File: src/core/hbc_pkg.sv
// Package: constants, register map and timing for the hall commutation controller
package hbc_pkg;
   // Clock and timing
   localparam int CLK_MHZ = 10;
   localparam int PWM_PERIOD_NS = 50000;
   localparam int DEAD_NS = 500;
   localparam int SPEED_WIN_MS = 100;
   localparam int PWM_PERIOD_CYC = (PWM_PERIOD_NS * CLK_MHZ) / 1000;
   localparam int DEAD_CYC_I = (DEAD_NS * CLK_MHZ + 999) / 1000;
   localparam int DEAD_CYC = (DEAD_CYC_I < 1) ? 1 : DEAD_CYC_I;
   localparam int SPEED_WIN_CYC = SPEED_WIN_MS * CLK_MHZ * 1000;
   // Edges per window times this scale equals rpm times pole pairs
   localparam int SPEED_SCALE = 60000 / (6 * SPEED_WIN_MS);
   localparam logic [15:0] DUTY_STEP = 16'h0005;
   // Widths
   localparam int PWM_W = 16;
   localparam int ADC_W = 12;
   localparam int ADDR_W = 4;
   localparam int DATA_W = 16;
   localparam int WIN_W = 24;
   // Register offsets
   localparam logic [3:0] REG_CTRL = 4'h0;
   localparam logic [3:0] REG_TARGET = 4'h1;
   localparam logic [3:0] REG_POLES = 4'h2;
   localparam logic [3:0] REG_TEMP_SHUT = 4'h3;
   localparam logic [3:0] REG_TEMP_START = 4'h4;
   localparam logic [3:0] REG_VOLT_LIM = 4'h5;
   localparam logic [3:0] REG_CURR_LIM = 4'h6;
   localparam logic [3:0] REG_STATUS = 4'h7;
   localparam logic [3:0] REG_SPEED = 4'h8;
   localparam logic [3:0] REG_DUTY = 4'h9;
   localparam logic [3:0] REG_TEMP = 4'hA;
   localparam logic [3:0] REG_VOLT = 4'hB;
   localparam logic [3:0] REG_CURR = 4'hC;
   // Field positions
   localparam int CTRL_RUN = 0;
   localparam int CTRL_SYNC = 1;
   localparam int ST_OC = 3;
   localparam int ST_TEMP = 4;
   localparam int ST_LIM = 5;
   localparam int ST_STATE = 8;
   // Reset values
   localparam logic [3:0] POLES_RST = 4'h2;
   localparam logic [11:0] TEMP_SHUT_RST = 12'h050;
   localparam logic [11:0] TEMP_START_RST = 12'h032;
   localparam logic [11:0] LIM_RST = 12'hFFF;
   localparam logic [15:0] TARGET_RST = 16'h0000;
   // ADC channel codes
   localparam logic [1:0] ADC_VOLT = 2'h0;
   localparam logic [1:0] ADC_CURR = 2'h1;
   localparam logic [1:0] ADC_TEMP = 2'h2;
   // Phase digit codes
   localparam logic [3:0] DIG_OFF = 4'h0;
   localparam logic [3:0] DIG_HIGH = 4'h1;
   localparam logic [3:0] DIG_LOW = 4'h2;
   localparam logic [3:0] DIG_BOTH = 4'h3;
   // Switch patterns, plain mode then synchronous rectification
   localparam logic [11:0] PP_6 = 12'h120;
   localparam logic [11:0] PP_4 = 12'h021;
   localparam logic [11:0] PP_5 = 12'h201;
   localparam logic [11:0] PP_1 = 12'h210;
   localparam logic [11:0] PP_3 = 12'h012;
   localparam logic [11:0] PP_2 = 12'h102;
   localparam logic [11:0] SP_6 = 12'h320;
   localparam logic [11:0] SP_4 = 12'h023;
   localparam logic [11:0] SP_5 = 12'h203;
   localparam logic [11:0] SP_1 = 12'h230;
   localparam logic [11:0] SP_3 = 12'h032;
   localparam logic [11:0] SP_2 = 12'h102;
   localparam logic [11:0] PAT_OFF = 12'h000;
   // Controller states
   typedef enum logic [2:0] {
      HBC_IDLE = 3'b001,
      HBC_RUN = 3'b010,
      HBC_FAULT = 3'b100
   } hbc_state_e;
endpackage

File: src/core/hbc_commutation.sv
// Hall block commutation controller with speed loop and protection
//
// Local design decisions: the address map and the strobed register port.
`timescale 1ns/1ns
//
// Contract
// - Switch pattern is refreshed whenever the hall code changes while running, in both modes.
// - Hall code is {W,V,U}; forward order is 6,4,5,1,3,2.
// - Plain mode patterns 120,021,201,210,012,102 for codes 6,4,5,1,3,2.
// - Rectifying mode patterns 320,023,203,230,032 and 102 for code 2.
// - High side gates are produced identically in both modes.
// - Rectifying mode modulates both switches of the active phase for every code except 2.
// - Duty is adjusted from the speed error.
// - Duty saturates at full on, never wraps.
// - Speed comes from hall edge rate scaled by pole pairs.
// - Rotor position comes straight from the hall code.
// - Overcurrent is latched and forces all six gates off.
// - Overcurrent stops the motor and ends commutation.
// - Shutdown input is active low.
// - Temperature at or over shutdown level disables all gates.
// - Temperature is a digitised reading compared digitally to a threshold.
// - Voltage, current and temperature readings drive protective stops.
// - Pattern digit: 0 off, 1 high, 2 low, 3 complementary; W is top.
// - Complementary low side conducts apart from dead time.
// - Shutdown threshold defaults to 80 whole degrees.
// - No start while temperature exceeds start level, default 50.
module hbc_commutation
   import hbc_pkg::*;
#(
   parameter int WIN_CYC = SPEED_WIN_CYC,
   parameter int PERIOD_CYC = PWM_PERIOD_CYC
) (
   input wire logic sys_clk,
   input wire logic nrst,
   input wire logic [ADDR_W-1:0] regAddr,
   input wire logic [DATA_W-1:0] regWdata,
   input wire logic regWr,
   input wire logic regRd,
   output logic [DATA_W-1:0] regRdata,
   input wire logic [2:0] hallIn,
   input wire logic shutdownN,
   input wire logic adcValid,
   input wire logic [1:0] adcChan,
   input wire logic [ADC_W-1:0] adcData,
   output logic [2:0] gateHigh,
   output logic [2:0] gateLow
);
   localparam logic [PWM_W-1:0] PERIOD = PWM_W'(PERIOD_CYC);
   localparam logic [PWM_W:0] DEAD = (PWM_W+1)'(DEAD_CYC);
   localparam logic [WIN_W-1:0] WIN_LAST = WIN_W'(WIN_CYC - 1);

   typedef struct packed {
      logic [2:0] hallS1;
      logic [2:0] hallS2;
      logic [2:0] hallPrev;
      logic sdS1;
      logic sdS2;
      logic ocLatch;
      logic tempTrip;
      logic limTrip;
      hbc_state_e state;
      logic [11:0] pattern;
      logic [PWM_W-1:0] pwmCnt;
      logic [PWM_W-1:0] duty;
      logic [WIN_W-1:0] winCnt;
      logic [15:0] edgeCnt;
      logic [15:0] speedMeas;
      logic run;
      logic syncRect;
      logic [15:0] target;
      logic [3:0] poles;
      logic [ADC_W-1:0] tempShut;
      logic [ADC_W-1:0] tempStart;
      logic [ADC_W-1:0] voltLim;
      logic [ADC_W-1:0] currLim;
      logic [ADC_W-1:0] tempVal;
      logic [ADC_W-1:0] voltVal;
      logic [ADC_W-1:0] currVal;
      logic [2:0] gateHi;
      logic [2:0] gateLo;
      logic [DATA_W-1:0] rdata;
   } hbc_regs_s;

   hbc_regs_s st_r;
   hbc_regs_s st_nxt;

   // Hall code to switch pattern, invalid codes give all off
   function automatic logic [11:0] patternOf(input logic [2:0] hall, input logic sync);
      logic [11:0] p;
      p = PAT_OFF;
      case (hall)
         3'h6: p = sync ? SP_6 : PP_6;
         3'h4: p = sync ? SP_4 : PP_4;
         3'h5: p = sync ? SP_5 : PP_5;
         3'h1: p = sync ? SP_1 : PP_1;
         3'h3: p = sync ? SP_3 : PP_3;
         3'h2: p = sync ? SP_2 : PP_2; // Printed value kept for code 2
         default: p = PAT_OFF;
      endcase
      return p;
   endfunction

   // PWM carrier decisions shared by all phases
   logic pwmHi;
   logic pwmLo;
   logic [PWM_W:0] loStart;
   assign loStart = {1'b0, st_r.duty} + DEAD;
   assign pwmHi = st_r.pwmCnt < st_r.duty;
   assign pwmLo = ({1'b0, st_r.pwmCnt} >= loStart) &&
                  ({1'b0, st_r.pwmCnt} < ({1'b0, PERIOD} - DEAD));

   // Speed comparison: edges times scale against rpm times pole pairs
   logic [23:0] measScaled;
   logic [23:0] targetScaled;
   logic [PWM_W:0] dutyUp;
   assign measScaled = 24'(st_r.edgeCnt * 8'(SPEED_SCALE));
   assign targetScaled = 24'(st_r.target * st_r.poles);
   assign dutyUp = {1'b0, st_r.duty} + {1'b0, DUTY_STEP};

   // Next-state logic for the whole block
   always_comb begin
      logic hallEdge;
      logic winEnd;
      logic [3:0] dig;
      hallEdge = 1'b0;
      winEnd = 1'b0;
      dig = DIG_OFF;
      st_nxt = st_r;
      st_nxt.rdata = '0;

      // Pin synchronisers
      st_nxt.hallS1 = hallIn;
      st_nxt.hallS2 = st_r.hallS1;
      st_nxt.hallPrev = st_r.hallS2;
      st_nxt.sdS1 = shutdownN;
      st_nxt.sdS2 = st_r.sdS1;
      // Only moves between valid codes count, so the reset value gives no false edge
      hallEdge = st_r.hallS2 != st_r.hallPrev && st_r.hallS2 != 3'h0 && st_r.hallS2 != 3'h7 &&
                 st_r.hallPrev != 3'h0 && st_r.hallPrev != 3'h7;

      // Overcurrent latch, held until reset
      if (!st_r.sdS2) begin
         st_nxt.ocLatch = 1'b1;
      end

      // Digitised readings
      if (adcValid) begin
         case (adcChan)
            ADC_VOLT: st_nxt.voltVal = adcData;
            ADC_CURR: st_nxt.currVal = adcData;
            ADC_TEMP: st_nxt.tempVal = adcData;
            default: st_nxt.voltVal = st_r.voltVal;
         endcase
      end

      // Register writes; trip clears lose against a new trip below
      if (regWr) begin
         case (regAddr)
            REG_CTRL: begin
               st_nxt.run = regWdata[CTRL_RUN];
               st_nxt.syncRect = regWdata[CTRL_SYNC];
            end
            REG_TARGET: st_nxt.target = regWdata;
            REG_POLES: st_nxt.poles = regWdata[3:0];
            REG_TEMP_SHUT: st_nxt.tempShut = regWdata[ADC_W-1:0];
            REG_TEMP_START: st_nxt.tempStart = regWdata[ADC_W-1:0];
            REG_VOLT_LIM: st_nxt.voltLim = regWdata[ADC_W-1:0];
            REG_CURR_LIM: st_nxt.currLim = regWdata[ADC_W-1:0];
            REG_STATUS: begin
               if (regWdata[ST_TEMP]) begin
                  st_nxt.tempTrip = 1'b0;
               end
               if (regWdata[ST_LIM]) begin
                  st_nxt.limTrip = 1'b0;
               end
            end
            default: st_nxt.run = st_nxt.run;
         endcase
      end

      // Protective trips
      if (st_r.tempVal >= st_r.tempShut) begin
         st_nxt.tempTrip = 1'b1;
      end
      if (st_r.voltVal > st_r.voltLim || st_r.currVal > st_r.currLim) begin
         st_nxt.limTrip = 1'b1;
      end

      // Run control
      case (st_r.state)
         HBC_IDLE: begin
            if (st_r.ocLatch) begin
               st_nxt.state = HBC_FAULT;
            end else if (st_r.run && !st_r.tempTrip && !st_r.limTrip &&
                         st_r.tempVal <= st_r.tempStart) begin
               st_nxt.state = HBC_RUN;
            end
         end
         HBC_RUN: begin
            if (st_r.ocLatch) begin
               st_nxt.state = HBC_FAULT;
            end else if (!st_r.run || st_r.tempTrip || st_r.limTrip) begin
               st_nxt.state = HBC_IDLE;
            end
         end
         HBC_FAULT: st_nxt.state = HBC_FAULT;
         default: st_nxt.state = HBC_IDLE;
      endcase

      // Commutation pattern follows the hall code while running
      if (st_r.state == HBC_RUN) begin
         st_nxt.pattern = patternOf(st_r.hallS2, st_r.syncRect);
      end else begin
         st_nxt.pattern = PAT_OFF;
      end

      // PWM carrier
      st_nxt.pwmCnt = (st_r.pwmCnt >= PERIOD - 16'h0001) ? '0 : st_r.pwmCnt + 16'h0001;

      // Speed window: count hall edges
      winEnd = st_r.winCnt >= WIN_LAST;
      st_nxt.winCnt = winEnd ? '0 : st_r.winCnt + 24'h00_0001;
      if (winEnd) begin
         st_nxt.speedMeas = st_r.edgeCnt;
         st_nxt.edgeCnt = {15'h0000, hallEdge};
      end else if (hallEdge && st_r.edgeCnt != 16'hFFFF) begin
         st_nxt.edgeCnt = st_r.edgeCnt + 16'h0001;
      end

      // Speed loop on duty, saturating at both ends
      if (st_r.state != HBC_RUN) begin
         st_nxt.duty = '0;
      end else if (winEnd) begin
         if (measScaled < targetScaled) begin
            st_nxt.duty = (dutyUp >= {1'b0, PERIOD}) ? PERIOD : dutyUp[PWM_W-1:0];
         end else if (measScaled > targetScaled) begin
            st_nxt.duty = (st_r.duty > DUTY_STEP) ? st_r.duty - DUTY_STEP : '0;
         end
      end

      // Per-phase gate decode of the pattern digits, W in the top digit
      for (int i = 0; i < 3; i++) begin
         dig = st_r.pattern[4*i +: 4];
         st_nxt.gateHi[i] = (dig == DIG_HIGH || dig == DIG_BOTH) && pwmHi;
         st_nxt.gateLo[i] = (dig == DIG_LOW) || (dig == DIG_BOTH && pwmLo);
      end
      // Trips or leaving run silence the gates at once, not one pattern later
      if (st_r.tempTrip || st_r.limTrip || st_r.state != HBC_RUN) begin
         st_nxt.gateHi = 3'h0;
         st_nxt.gateLo = 3'h0;
      end

      // Register reads, answer in the following cycle only
      if (regRd) begin
         case (regAddr)
            REG_CTRL: st_nxt.rdata = {14'h0000, st_r.syncRect, st_r.run};
            REG_TARGET: st_nxt.rdata = st_r.target;
            REG_POLES: st_nxt.rdata = {12'h000, st_r.poles};
            REG_TEMP_SHUT: st_nxt.rdata = {4'h0, st_r.tempShut};
            REG_TEMP_START: st_nxt.rdata = {4'h0, st_r.tempStart};
            REG_VOLT_LIM: st_nxt.rdata = {4'h0, st_r.voltLim};
            REG_CURR_LIM: st_nxt.rdata = {4'h0, st_r.currLim};
            REG_STATUS: st_nxt.rdata = {5'h00, st_r.state, 2'h0, st_r.limTrip,
                                        st_r.tempTrip, st_r.ocLatch, st_r.hallS2};
            REG_SPEED: st_nxt.rdata = st_r.speedMeas;
            REG_DUTY: st_nxt.rdata = st_r.duty;
            REG_TEMP: st_nxt.rdata = {4'h0, st_r.tempVal};
            REG_VOLT: st_nxt.rdata = {4'h0, st_r.voltVal};
            REG_CURR: st_nxt.rdata = {4'h0, st_r.currVal};
            default: st_nxt.rdata = '0;
         endcase
      end
   end

   // State register
   always_ff @(posedge sys_clk or negedge nrst) begin
      if (!nrst) begin
         st_r <= '0;
         st_r.hallS1 <= 3'h0;
         st_r.sdS1 <= 1'b1;
         st_r.sdS2 <= 1'b1;
         st_r.state <= HBC_IDLE;
         st_r.poles <= POLES_RST;
         st_r.tempShut <= TEMP_SHUT_RST;
         st_r.tempStart <= TEMP_START_RST;
         st_r.voltLim <= LIM_RST;
         st_r.currLim <= LIM_RST;
         st_r.target <= TARGET_RST;
      end else begin
         st_r <= st_nxt;
      end
   end

   // Gates forced off by the latched overcurrent, past the generator
   assign gateHigh = st_r.gateHi & {3{~st_r.ocLatch}};
   assign gateLow = st_r.gateLo & {3{~st_r.ocLatch}};
   assign regRdata = st_r.rdata;
endmodule

File: config.mk
export PLATFORM = sky130hd
export DESIGN_NAME = hbc_commutation
export DESIGN_NICKNAME = d
export VERILOG_FILES = /design/src/core/hbc_pkg.sv /design/src/core/hbc_commutation.sv
export SDC_FILE = /design/constraint.sdc
export NUM_CORES = 1
export LEC_CHECK = 0
export BUFFER_PORTS_ARGS = -buffer_cell sky130_fd_sc_hd__buf_2
export CORE_UTILIZATION = 50
export DETAILED_ROUTE_END_ITERATION = 10
export PLACE_DENSITY = 0.68
export SLEW_MARGIN = 20
export SYNTH_ARGS = -nofsm -noshare
export SYNTH_HDL_FRONTEND = slang
export SYNTH_SLANG_ARGS = --single-unit
File: constraint.sdc
create_clock -name sys_clk -period 10.6 [get_ports sys_clk]
set_input_delay 0.53 -clock sys_clk [delete_from_list [all_inputs] [get_ports sys_clk]]
set_output_delay 0.53 -clock sys_clk [all_outputs]
set_load 0.005 [all_outputs]
==> metrics.cfg, run 1 <==
[global_routing]
grt_max_degree = 96
grt_usage_pct = 25.2
grt_pass1_vias = 12792
antenna_found_initial = 0
grt_pass1_wl_um = 68200
gr-total-overflow = 0

[critical_path]
crit_family = compound AO/OA/AOI/OAI gates
crit_fanout = 23
path_buf_inv = 2
path_class = register to register
startpoint_type = register
cp.arrival_ns = 7.56
cp_common_cell = a21oi_1
critical_path.slowest_cell = a2111oi_0
end_kind = register
slowest_delay_ns = 0.65
crit_required_ns = 11.06

[floorplan]
io_pins = 65
initial_core_util_pct = 50.7
num_rows = 67
die_x_um = 186
die_h_um = 186
core_sq_mm = 0.0334
die-area_sq_mm = 0.0347

[yosys]
synth.avg_cell_area_sq_um = 9.84
synth-edff-count = 0
yosys.area.top_type = dfrtp_1
syn_inst = 1723
synthTopCellsByCount = 206 x dfrtp_1, 189 x inv_1, 180 x ha_1
yosysMostFrequentCell = dfrtp_1
ys_top_cells_by_area = dfrtp_1 30%, ha_1 13%, mux2_2 7.1%, dfstp_2 5.1%, fa_1 4.6%
synth-async-reset-ratio_pct = 100
syn_area_sq_mm = 0.0170
synth_top_area_share_pct = 30.4
yosys_warnings = 0
synth_flop_cell = dfrtp_1
yosysSeqAreaShare_pct = 35.5
netlist-cell-type-count = 82
ys_seq_elements = 239

[timing]
slew_headroom_pct = 23.0
period_minus_slack_ns = 7.11
finalCritPeriodShare_pct = 67.0
worst_slack_ns = 3.49
tns_ns = 0
setup_viol = 0
whs_ns = -0.0333
clock.fmax_mhz = 141
rsz0062_at_grt = no
worstMarginPinSlew_ns = 1.15
drv_slew = 0
hold_violations = 12
worst_clock_skew_ns = 0.0158

[place]
place_area_sq_mm = 0.0175
gp_congestion = 0.920
dp_hpwl_um = 32500
place_ws_ns = 3.55
port-buffer-count = 64

[detailed_routing]
drt-initial-drc-count = 948
postRouteAntennaNets = 0
remaining_drc_errors = 0
wl_met1_um = 19200
wirelength_um = 42700
maxUsedRoutingLayer = met4
via_per_inst = 5.80
firstDrtPassIters = 5
met3WireLength_um = 2480
routedWlPerCell_um = 19.1
dr_wl_met2_um = 19500
vias = 12921

[min_path]
hp-class = input pin to async pin

[cells_and_area]
nets = 2021
design_area_sq_mm = 0.0185
final_util_pct = 55.2
layout-area-overhead-vs-synth_pct = 8.94
antennaDiodeCount = 0
drive_gt1_share_pct = 16.2

[clock_network]
htree_levels = 1
cts_buffer_depth = 3
clk_pin_slew_ns = 0.06
postCtsHoldBufs = 0
clock-sinks = 239
cts-buffers-inserted = 28
clk_latency_ns = 0.55
cts_resized = 0
post_cts_buffers = 0
clock_tree.root_cell = clkbuf_16
cts_tree = done

[run]
maxCapViolCount = 0

[power]
vdd_drop_max_uv = 149
p_leak_nw = 8.79
p_total_mw = 2.99
power_density_mw_per_mm2 = 162

[outcome]
violations = negative hold slack
status = finished, violations left

## routing by layer
layer | vias up | track usage, %
met5 | - | 0
met4 | 0 | 8.30
met3 | 84 | 3.49
met2 | 407 | 40.8
met1 | 6350 | 34.8
li1 | 6080 | -
## where the power goes
group          internal, mW  leakage, nW  switching [mW]
Sequential             1.03         3.00           0.132
Combinational         0.382         5.32           0.465
Clock                 0.590        0.462           0.386
Total                  2.00         8.79           0.983
## layout by cell type (no fill, tap or decap), drive strengths merged, types with 14 or more instances in the layout
master	count
dfrtp	206
inv	189
ha	180
nand2	118
nor2	113
mux2	107
buf	78
a21oi	56
xnor2	55
and2	50
o21ai	47
clkbuf	43
nand3	41
a21o	41
fa	39
nor3	35
dfstp	33
xor2	28
a31oi	22
nor2b	21
a221oi	20
nand2b	19
a22o	19
nand4	19
a22oi	17
nor4	14
## registers in the layout, indices dropped and copies added, names as in the netlist
| name | cells |
|---|---|
| regRdata | 16 |
| st_nxt | 7 |
| st_r | 216 |
## metrics by stage
| stage | instances | hold WS (ns) |
|---|---|---|
| 5_1_grt | 2229 | 0.0178 |
| 2_1_floorplan | 1733 | 0.234 |
| 3_3_place_gp | 2177 | 0.336 |
| 4_1_cts | 2229 | 0.0220 |
| 6_report | 2229 | -0.0333 |
| 3_5_place_dp | 2177 | 0.335 |
## path summary, 6_finish.rpt
check | slack, ns | cells after the start | startpoint | to
worst max-delay path | 3.49 | 25 | st_r[109]$_DFFE_PN0P_ | st_r[187]$_DFFE_PN0P_
worst min-delay path | -0.03 | 1 | nrst | st_nxt[237]$_DFF_PN0_
worst max register to register | 3.49 | 25 | st_r[109]$_DFFE_PN0P_ | st_r[187]$_DFFE_PN0P_
worst min register to register | 0.35 | 0 | st_nxt[239]$_DFF_PN0_ | st_nxt[236]$_DFF_PN0_
max in group asynchronous | 9.17 | 2 | nrst | st_r[106]$_DFFE_PN0P_
min in group sys_clk | 0.10 | 1 | hallIn[0] | st_nxt[239]$_DFF_PN0_
## cell families after synthesis
| group | Yosys count | share of synthesized area (%) |
|---|---|---|
| AND/OR/NAND/NOR | 474 | 14.1 |
| adder cells (fa/ha/maj) | 219 | 17.9 |
| other | 1 | 0.0221 |
| AO/OA/AOI/OAI | 320 | 13.5 |
| flip-flops | 239 | 35.5 |
| multiplexers | 116 | 7.64 |
| XOR/XNOR | 83 | 4.29 |
| buffers and inverters | 271 | 7.00 |
## area by class of cell
type	instances	area [sq um]
fillers	2959	15000
inverters	189	709
clock buffers	43	838
repair buffers	78	435
well taps	448	561
clock inverters	9	97.6
multi-input cells	1223	9810
flip-flops and latches	239	6020
Note: power is estimated with default switching activity, not from simulation.
==> inputs of run 2 (changes only) <==
Settings changed: ABC_AREA set to 1, PLACE_DENSITY 0.68 to 0.7.
Clock period 10.6 ns to 6.06 ns, I/O delays scaled along.
==> run 2 against run 1 <==
Effect of this change: the flow now finishes without violations; count of clock-buffer cells in the layout decreased by 6; clock skew decreased by 0.0014 ns; design area increased by 2.9%; critical path depth decreased by 3; combinational power increased by 35%; utilization increased by 0.88 points.
==> metrics.cfg, run 2 <==
[outcome]
status = finished clean

[critical_path]
cp.arrival_ns = 5.90  ; -1.66 ns
crit_family = adder cells
path_cells = nand2_1 -> fa_1 -> inv_1 -> fa_1 -> inv_1 -> fa_1 -> o21ai_1 -> a21oi_1 -> o21ai_0 -> a21oi_1 -> o21bai_1 -> xor2_1 -> ha_1 -> nand4_1 -> nor2_1 -> nand4_1 -> nor2_1 -> nand3_1 -> nand2_2 -> nand2_2 -> nand3_1 -> nand2_1
end_kind = register
crit_required_ns = 6.51  ; -4.55 ns
path_buf_inv = 2  ; unchanged
crit_fanout = 18  ; -22%
path_class = register to register
startpoint_type = register
reg2reg_from = st_r[109]$_DFFE_PN0P_
critical_path.slowest_cell = dfrtp_1
crit_path_start = st_r[109]$_DFFE_PN0P_
cp_common_cell = fa_1
slowest_delay_ns = 0.72  ; +0.07 ns

[cells_and_area]
final_cell_mix = 518 x nand2_1, 402 x inv_1, 206 x dfrtp_1
nets = 2568  ; +27%
layout-area-overhead-vs-synth_pct = 9.16
antennaDiodeCount = 0  ; unchanged
drive_gt1_share_pct = 7.53  ; -8.7 points
mostFrequentLayoutCell = nand2_1
largest_register_ffs = 216  ; unchanged
fillers = 3154  ; +6.6%
design_area_sq_mm = 0.0190  ; +2.9%
seq_area_sq_mm = 0.00602  ; unchanged
multi_input_area_sq_mm = 0.00952  ; -3.0%
regMostFlops = st_r

[timing]
finalCritPeriodShare_pct = 89.8  ; +23 points
clock.fmax_mhz = 184  ; +31%
worst_clock_skew_ns = 0.0143  ; -0.00145 ns
worstMarginPinSlew_ns = 1.03  ; -0.122 ns
tns_ns = 0  ; unchanged
rsz0062_at_grt = no
period_minus_slack_ns = 5.44  ; -1.66 ns
setup_viol = 0  ; unchanged
hold_violations = 0  ; -12
drv_slew = 0  ; unchanged
slew_headroom_pct = 31.2  ; +8.2 points

[floorplan]
core_sq_mm = 0.0339  ; +1.3%
num_rows = 67  ; unchanged
initial_core_util_pct = 51.4  ; +0.70 points
die-area_sq_mm = 0.0356  ; +2.6%
die_x_um = 189  ; +1.3%
io_pins = 65  ; unchanged
die_h_um = 189  ; +1.3%

[clock_network]
clock-sinks = 239  ; unchanged
clk_pin_slew_ns = 0.06  ; about the same
clock_tree.root_cell = clkbuf_16
cts_tree = done
cts-buffers-inserted = 26  ; -7.1%
htree_levels = 1  ; unchanged
cts_buffer_depth = 3  ; unchanged
clk_latency_ns = 0.56  ; about the same

[power]
vdd_drop_max_uv = 237  ; +59%
p_leak_nw = 10.0  ; +14%
power_density_mw_per_mm2 = 253  ; +57%

[yosys]
netlist-cell-type-count = 55  ; -33%
syn_area_sq_mm = 0.0174  ; +2.7%
syn_inst = 2263  ; +31%
ys_seq_elements = 239  ; unchanged
yosys.area.top_type = dfrtp_1
synth_flop_cell = dfrtp_1
ys_top_cells_by_area = dfrtp_1 30%, ha_1 13%, nand2_1 11%, inv_1 8.7%, dfstp_2 5.0%
yosysSeqAreaShare_pct = 34.6  ; -0.92 points
synth-async-reset-ratio_pct = 100  ; unchanged
synthTopCellsByCount = 518 x nand2_1, 402 x inv_1, 206 x dfrtp_1
yosysMostFrequentCell = nand2_1
synth_top_area_share_pct = 29.6  ; -0.79 points
synth.avg_cell_area_sq_um = 7.69  ; -22%
yosys_warnings = 0  ; unchanged
synth-edff-count = 0  ; unchanged

[detailed_routing]
via_per_inst = 5.44  ; -6.1%
dr_wl_met2_um = 21500  ; +10%
wirelength_um = 47800  ; +12%
routedWlPerCell_um = 17.2  ; -9.9%
remaining_drc_errors = 0  ; unchanged
firstDrtPassIters = 6  ; +1
wl_met1_um = 20500  ; +6.5%
vias = 15095  ; +17%
met3WireLength_um = 3480  ; +40%
maxUsedRoutingLayer = met4
postRouteAntennaNets = 0  ; unchanged
drt-initial-drc-count = 1230  ; +30%

[global_routing]
gr-total-overflow = 0  ; unchanged
grt_pass1_vias = 14482  ; +13%
grt_pass1_wl_um = 76800  ; +13%
grt_max_degree = 129  ; +34%
antenna_found_initial = 0  ; unchanged
grt_usage_pct = 27.3  ; +2.1 points

[min_path]
hp-class = input pin to register
worstHoldStart = adcData[10]

[place]
place_area_sq_mm = 0.0180  ; +2.7%
dp_hpwl_um = 37000  ; +14%
gp_congestion = 0.954  ; +3.7%
port-buffer-count = 64  ; unchanged

[run]
maxCapViolCount = 0  ; unchanged

-- run 2: cells by family (layout without fill, tap and decap cells) --
group | count (synthesis) | count (layout) | share of synthesized area, %
simple gates | 891 | 891 | 21.7
xor+xnor | 59 | 59 | 2.97
compound gates | 369 | 369 | 12.1
mux | 4 | 4 | 0.259
fa+ha+maj | 219 | 219 | 17.4
flops | 239 | 239 | 34.6
buf+inv | 481 | 533 | 10.9
other cells | 1 | 11 | 0.0215
-- run 2: worst min-delay path: stages --
cell and delay, ns:
buf_2 0.10, inv_1 0.06, o21ai_0 0.08
-- run 2: report_power, final --
part / internal [mW] / switching [mW] / leakage (nW)
combinational: 0.434 / 0.701 / 6.55
sequential: 1.78 / 0.206 / 3.04
clock: 1.01 / 0.683 / 0.437
-- run 2: what timing repair did --
| action | in CTS | in global routing |
|---|---|---|
| resized for setup | 0 | 0 |
| hold buffers | 9 | 0 |
| endpoints found under the hold margin | 112 | 0 |
| buffers inserted | 0 | 0 |
-- run 2: area by class of cell --
class | count | area share (%)
Sequential cell | 239 | 31.7
Clock buffer | 37 | 3.85
Timing Repair Buffer | 78 | 2.48
Multi-Input combinational cell | 1553 | 50.1
Clock inverter | 10 | 0.882
Inverter | 408 | 8.06
Tap cell | 448 | 2.95
-- run 2: path summary, 6_finish.rpt --
path	slack, ns	cells past startpoint	endpoint
setup / recovery	0.62	22	st_r[196]$_DFFE_PN0P_
hold / removal	0.03	3	st_r[44]$_DFFE_PN0P_
setup reg to reg	0.62	22	st_r[196]$_DFFE_PN0P_
hold reg to reg	0.35	0	st_nxt[236]$_DFF_PN0_
max in group asynchronous	4.47	3	regRdata[3]$_DFF_PN0_
min in group asynchronous	0.36	2	st_r[177]$_DFF_PN0_
-- run 2: metal layers --
layer	up-vias	global-route usage (%)
li1	7391	-
met1	7098	35.7
met2	498	43.2
met3	108	5.16
met4	0	13.6
met5	-	0
-- run 2: metrics by stage --
| step | total power [mW] | hold slack (ns) | util, % | setup slack, ns | instances |
|---|---|---|---|---|---|
| floorplan | 2.75 | 0.00741 | - | 1.12 | 2273 |
| global placement | 3.08 | 0.339 | 53.2 | 0.811 | 2717 |
| detailed placement | 3.13 | 0.342 | 53.2 | 0.646 | 2717 |
| CTS | 4.85 | 0.00906 | 56.1 | 0.637 | 2773 |
| global route | 5.10 | 0.0392 | 56.1 | 0.0928 | 2773 |
| finish | 4.81 | 0.0287 | 56.1 | 0.616 | 2773 |
==> inputs of run 3 (changes only) <==
Settings changed: CTS_CLUSTER_SIZE set to 40, HOLD_SLACK_MARGIN set to 0.08.
==> run 3 against run 2 <==
Effect of this change: fmax shrank 0.28%; global-route usage grew 0.22 points; first-iteration DRC count grew 1.5%; clock power grew 8%; worst setup slack lost 0.015 ns; critical path type unchanged; cell count grew 0.54%; power grew 2.9%; via count grew 0.53%; sequential power is essentially flat; worst hold slack gained 0.084 ns; register-to-register slack lost 0.02 ns.
==> metrics.cfg, run 3 (synthesis results as in run 2) <==
[power]
clkPwrFrac_pct = 36.9  ; +1.7 points
power_density_mw_per_mm2 = 258  ; +1.8%
p_leak_nw = 10.1  ; +0.99%
pwr-share-seq_pct = 40.0  ; -1.2 points
intPower_mw = 3.35  ; +3.8%
p_total_mw = 4.96  ; +2.9%
vdd_drop_max_uv = 260  ; +9.8%
swShare_pct = 32.5  ; -0.55 points
p_comb_share_pct = 23.1  ; -0.5 points
switchingPower_mw = 1.61  ; +1.2%

[timing]
worstMarginPinSlew_ns = 0.986  ; -0.0428 ns
slew_headroom_pct = 34.0  ; +2.9 points
hold_violations = 0  ; unchanged
clock.fmax_mhz = 183  ; -0.28%
setup_viol = 0  ; unchanged
drv_slew = 0  ; unchanged
rsz0062_at_grt = no
worst_clock_skew_ns = 0.0113  ; -0.00306 ns
finalCritPeriodShare_pct = 90.1  ; +0.25 points
whs_ns = 0.112  ; +0.0835 ns
tns_ns = 0  ; unchanged
period_minus_slack_ns = 5.46  ; +0.0154 ns

[floorplan]
initial_core_util_pct = 51.4  ; unchanged
io_pins = 65  ; unchanged
die_h_um = 189  ; unchanged
die_x_um = 189  ; unchanged
num_rows = 67  ; unchanged
core_sq_mm = 0.0339  ; unchanged
die-area_sq_mm = 0.0356  ; unchanged

[run]
maxCapViolCount = 0  ; unchanged

[place]
place_area_sq_mm = 0.0180  ; unchanged
gp_congestion = 0.954  ; unchanged
dp_hpwl_um = 37000  ; unchanged
port-buffer-count = 64  ; unchanged

[critical_path]
path_class = register to register
startpoint_type = register
crit_required_ns = 6.52  ; about the same
end_kind = register
crit_fanout = 18  ; unchanged
cp.arrival_ns = 5.92  ; +0.02 ns

[clock_network]
clock-sinks = 239  ; unchanged
cts-buffers-inserted = 27  ; +3.8%
clk_latency_ns = 0.58  ; +0.02 ns
post_cts_buffers = 0  ; unchanged
clock_tree.root_cell = clkbuf_16
htree_levels = 1  ; unchanged
cts_tree = done
clk_pin_slew_ns = 0.06  ; about the same
cts_buffer_depth = 3  ; unchanged

[global_routing]
use_met3_pct = 4.51  ; -0.65 points
grt_max_degree = 129  ; unchanged
grt_usage_pct = 27.5  ; +0.22 points
grt_pass1_wl_um = 77500  ; +0.99%
grt_pass1_vias = 14548  ; +0.46%
gr-total-overflow = 0  ; unchanged
grtUsageMet1_pct = 36.3  ; +0.57 points
antenna_found_initial = 0  ; unchanged
use_met2_pct = 45.1  ; +1.9 points
busiest_layer = met2

[detailed_routing]
postRouteAntennaNets = 0  ; unchanged
vias = 15175  ; +0.53%
routedWlPerCell_um = 17.2  ; -0.12%
firstDrtPassIters = 7  ; +1
wirelength_um = 48000  ; +0.42%
via_per_inst = 5.44  ; about the same
drt-initial-drc-count = 1248  ; +1.5%
remaining_drc_errors = 0  ; unchanged

[cells_and_area]
largest_register_ffs = 216  ; unchanged
layout-area-overhead-vs-synth_pct = 10.4
regMostFlops = st_r
fillers = 3132  ; -0.70%
mostFrequentLayoutCell = nand2_1
drive_gt1_share_pct = 7.69  ; +0.17 points
nets = 2581  ; +0.51%
design_area_sq_mm = 0.0192  ; +1.1%
final_cell_mix = 518 x nand2_1, 402 x inv_1, 206 x dfrtp_1
antennaDiodeCount = 0  ; unchanged

[outcome]
status = finished clean

[min_path]
hp-class = input pin to register

==> run 3: power by group through the flow <==
| stage | clock network, mW | registers (mW) | logic, mW |
|---|---|---|---|
| 2_1_floorplan | 0 | 1.90 | 0.857 |
| 3_3_place_gp | 0 | 2.00 | 1.08 |
| 3_5_place_dp | 0 | 2.00 | 1.12 |
| 4_1_cts | 1.86 | 1.98 | 1.15 |
| 5_1_grt | 1.93 | 2.00 | 1.33 |
| 6_report | 1.83 | 1.98 | 1.15 |
==> run 3: repair_timing <==
item / CTS / global route
hold endpoints to repair: 148 / 0
hold buffers: 21 / 0
resized for setup: 0 / 0
==> run 3: critical path, cell delays in order (launching register included) <==
cell and delay, ns:
dfrtp_1 0.73, nand2_1 0.16, fa_1 0.57, inv_1 0.06
fa_1 0.56, inv_1 0.07, fa_1 0.45, o21ai_1 0.23
a21oi_1 0.15, o21ai_0 0.36, a21oi_1 0.12, o21bai_1 0.16
xor2_1 0.10, ha_1 0.33, nand4_1 0.13, nor2_1 0.10
nand4_1 0.09, nor2_1 0.12, nand3_1 0.14, nand2_2 0.33
nand2_2 0.19, nand3_1 0.13, nand2_1 0.06
==> run 3: metal layers <==
metal,up-vias,part of all wire (%)
met5,-,0
met4,0,4.1
met3,107,6.7
met2,517,46
met1,7140,43
li1,7411,-
==> run 3: per-stage QoR <==
| step | util, % | worst slack (ns) | cells |
|---|---|---|---|
| final | 56.7 | 0.600 | 2788 |
| after global routing | 56.7 | 0.0582 | 2788 |
| after CTS | 56.7 | 0.622 | 2788 |
| after detailed placement | 53.2 | 0.646 | 2717 |
| after global placement | 53.2 | 0.811 | 2717 |
| after floorplan | - | 1.12 | 2273 |
==> run 3: area by class of cell <==
class / count / area, sq um / share of cell area (%)
multi-input combinational: 1553 / 9520 / 49.5
sequential: 239 / 6020 / 31.3
inverter: 408 / 1530 / 7.97
clock buffer: 36 / 749 / 3.90
timing repair buffer: 90 / 591 / 3.07
tap: 448 / 561 / 2.92
clock inverter: 14 / 241 / 1.26
==> run 3: final timing paths <==
path / slack [ns] / from / cells after the start / endpoint
min: 0.11 / regWdata[10] / 3 / st_r[120]$_DFFE_PN0P_
max in group asynchronous: 4.51 / nrst / 3 / regRdata[3]$_DFF_PN0_
min in group asynchronous: 0.35 / nrst / 2 / st_r[177]$_DFF_PN0_
max: 0.60 / st_r[109]$_DFFE_PN0P_ / 22 / st_r[194]$_DFFE_PN0P_
max reg2reg: 0.60 / st_r[109]$_DFFE_PN0P_ / 22 / st_r[194]$_DFFE_PN0P_
min reg2reg: 0.35 / st_nxt[239]$_DFF_PN0_ / 0 / st_nxt[236]$_DFF_PN0_
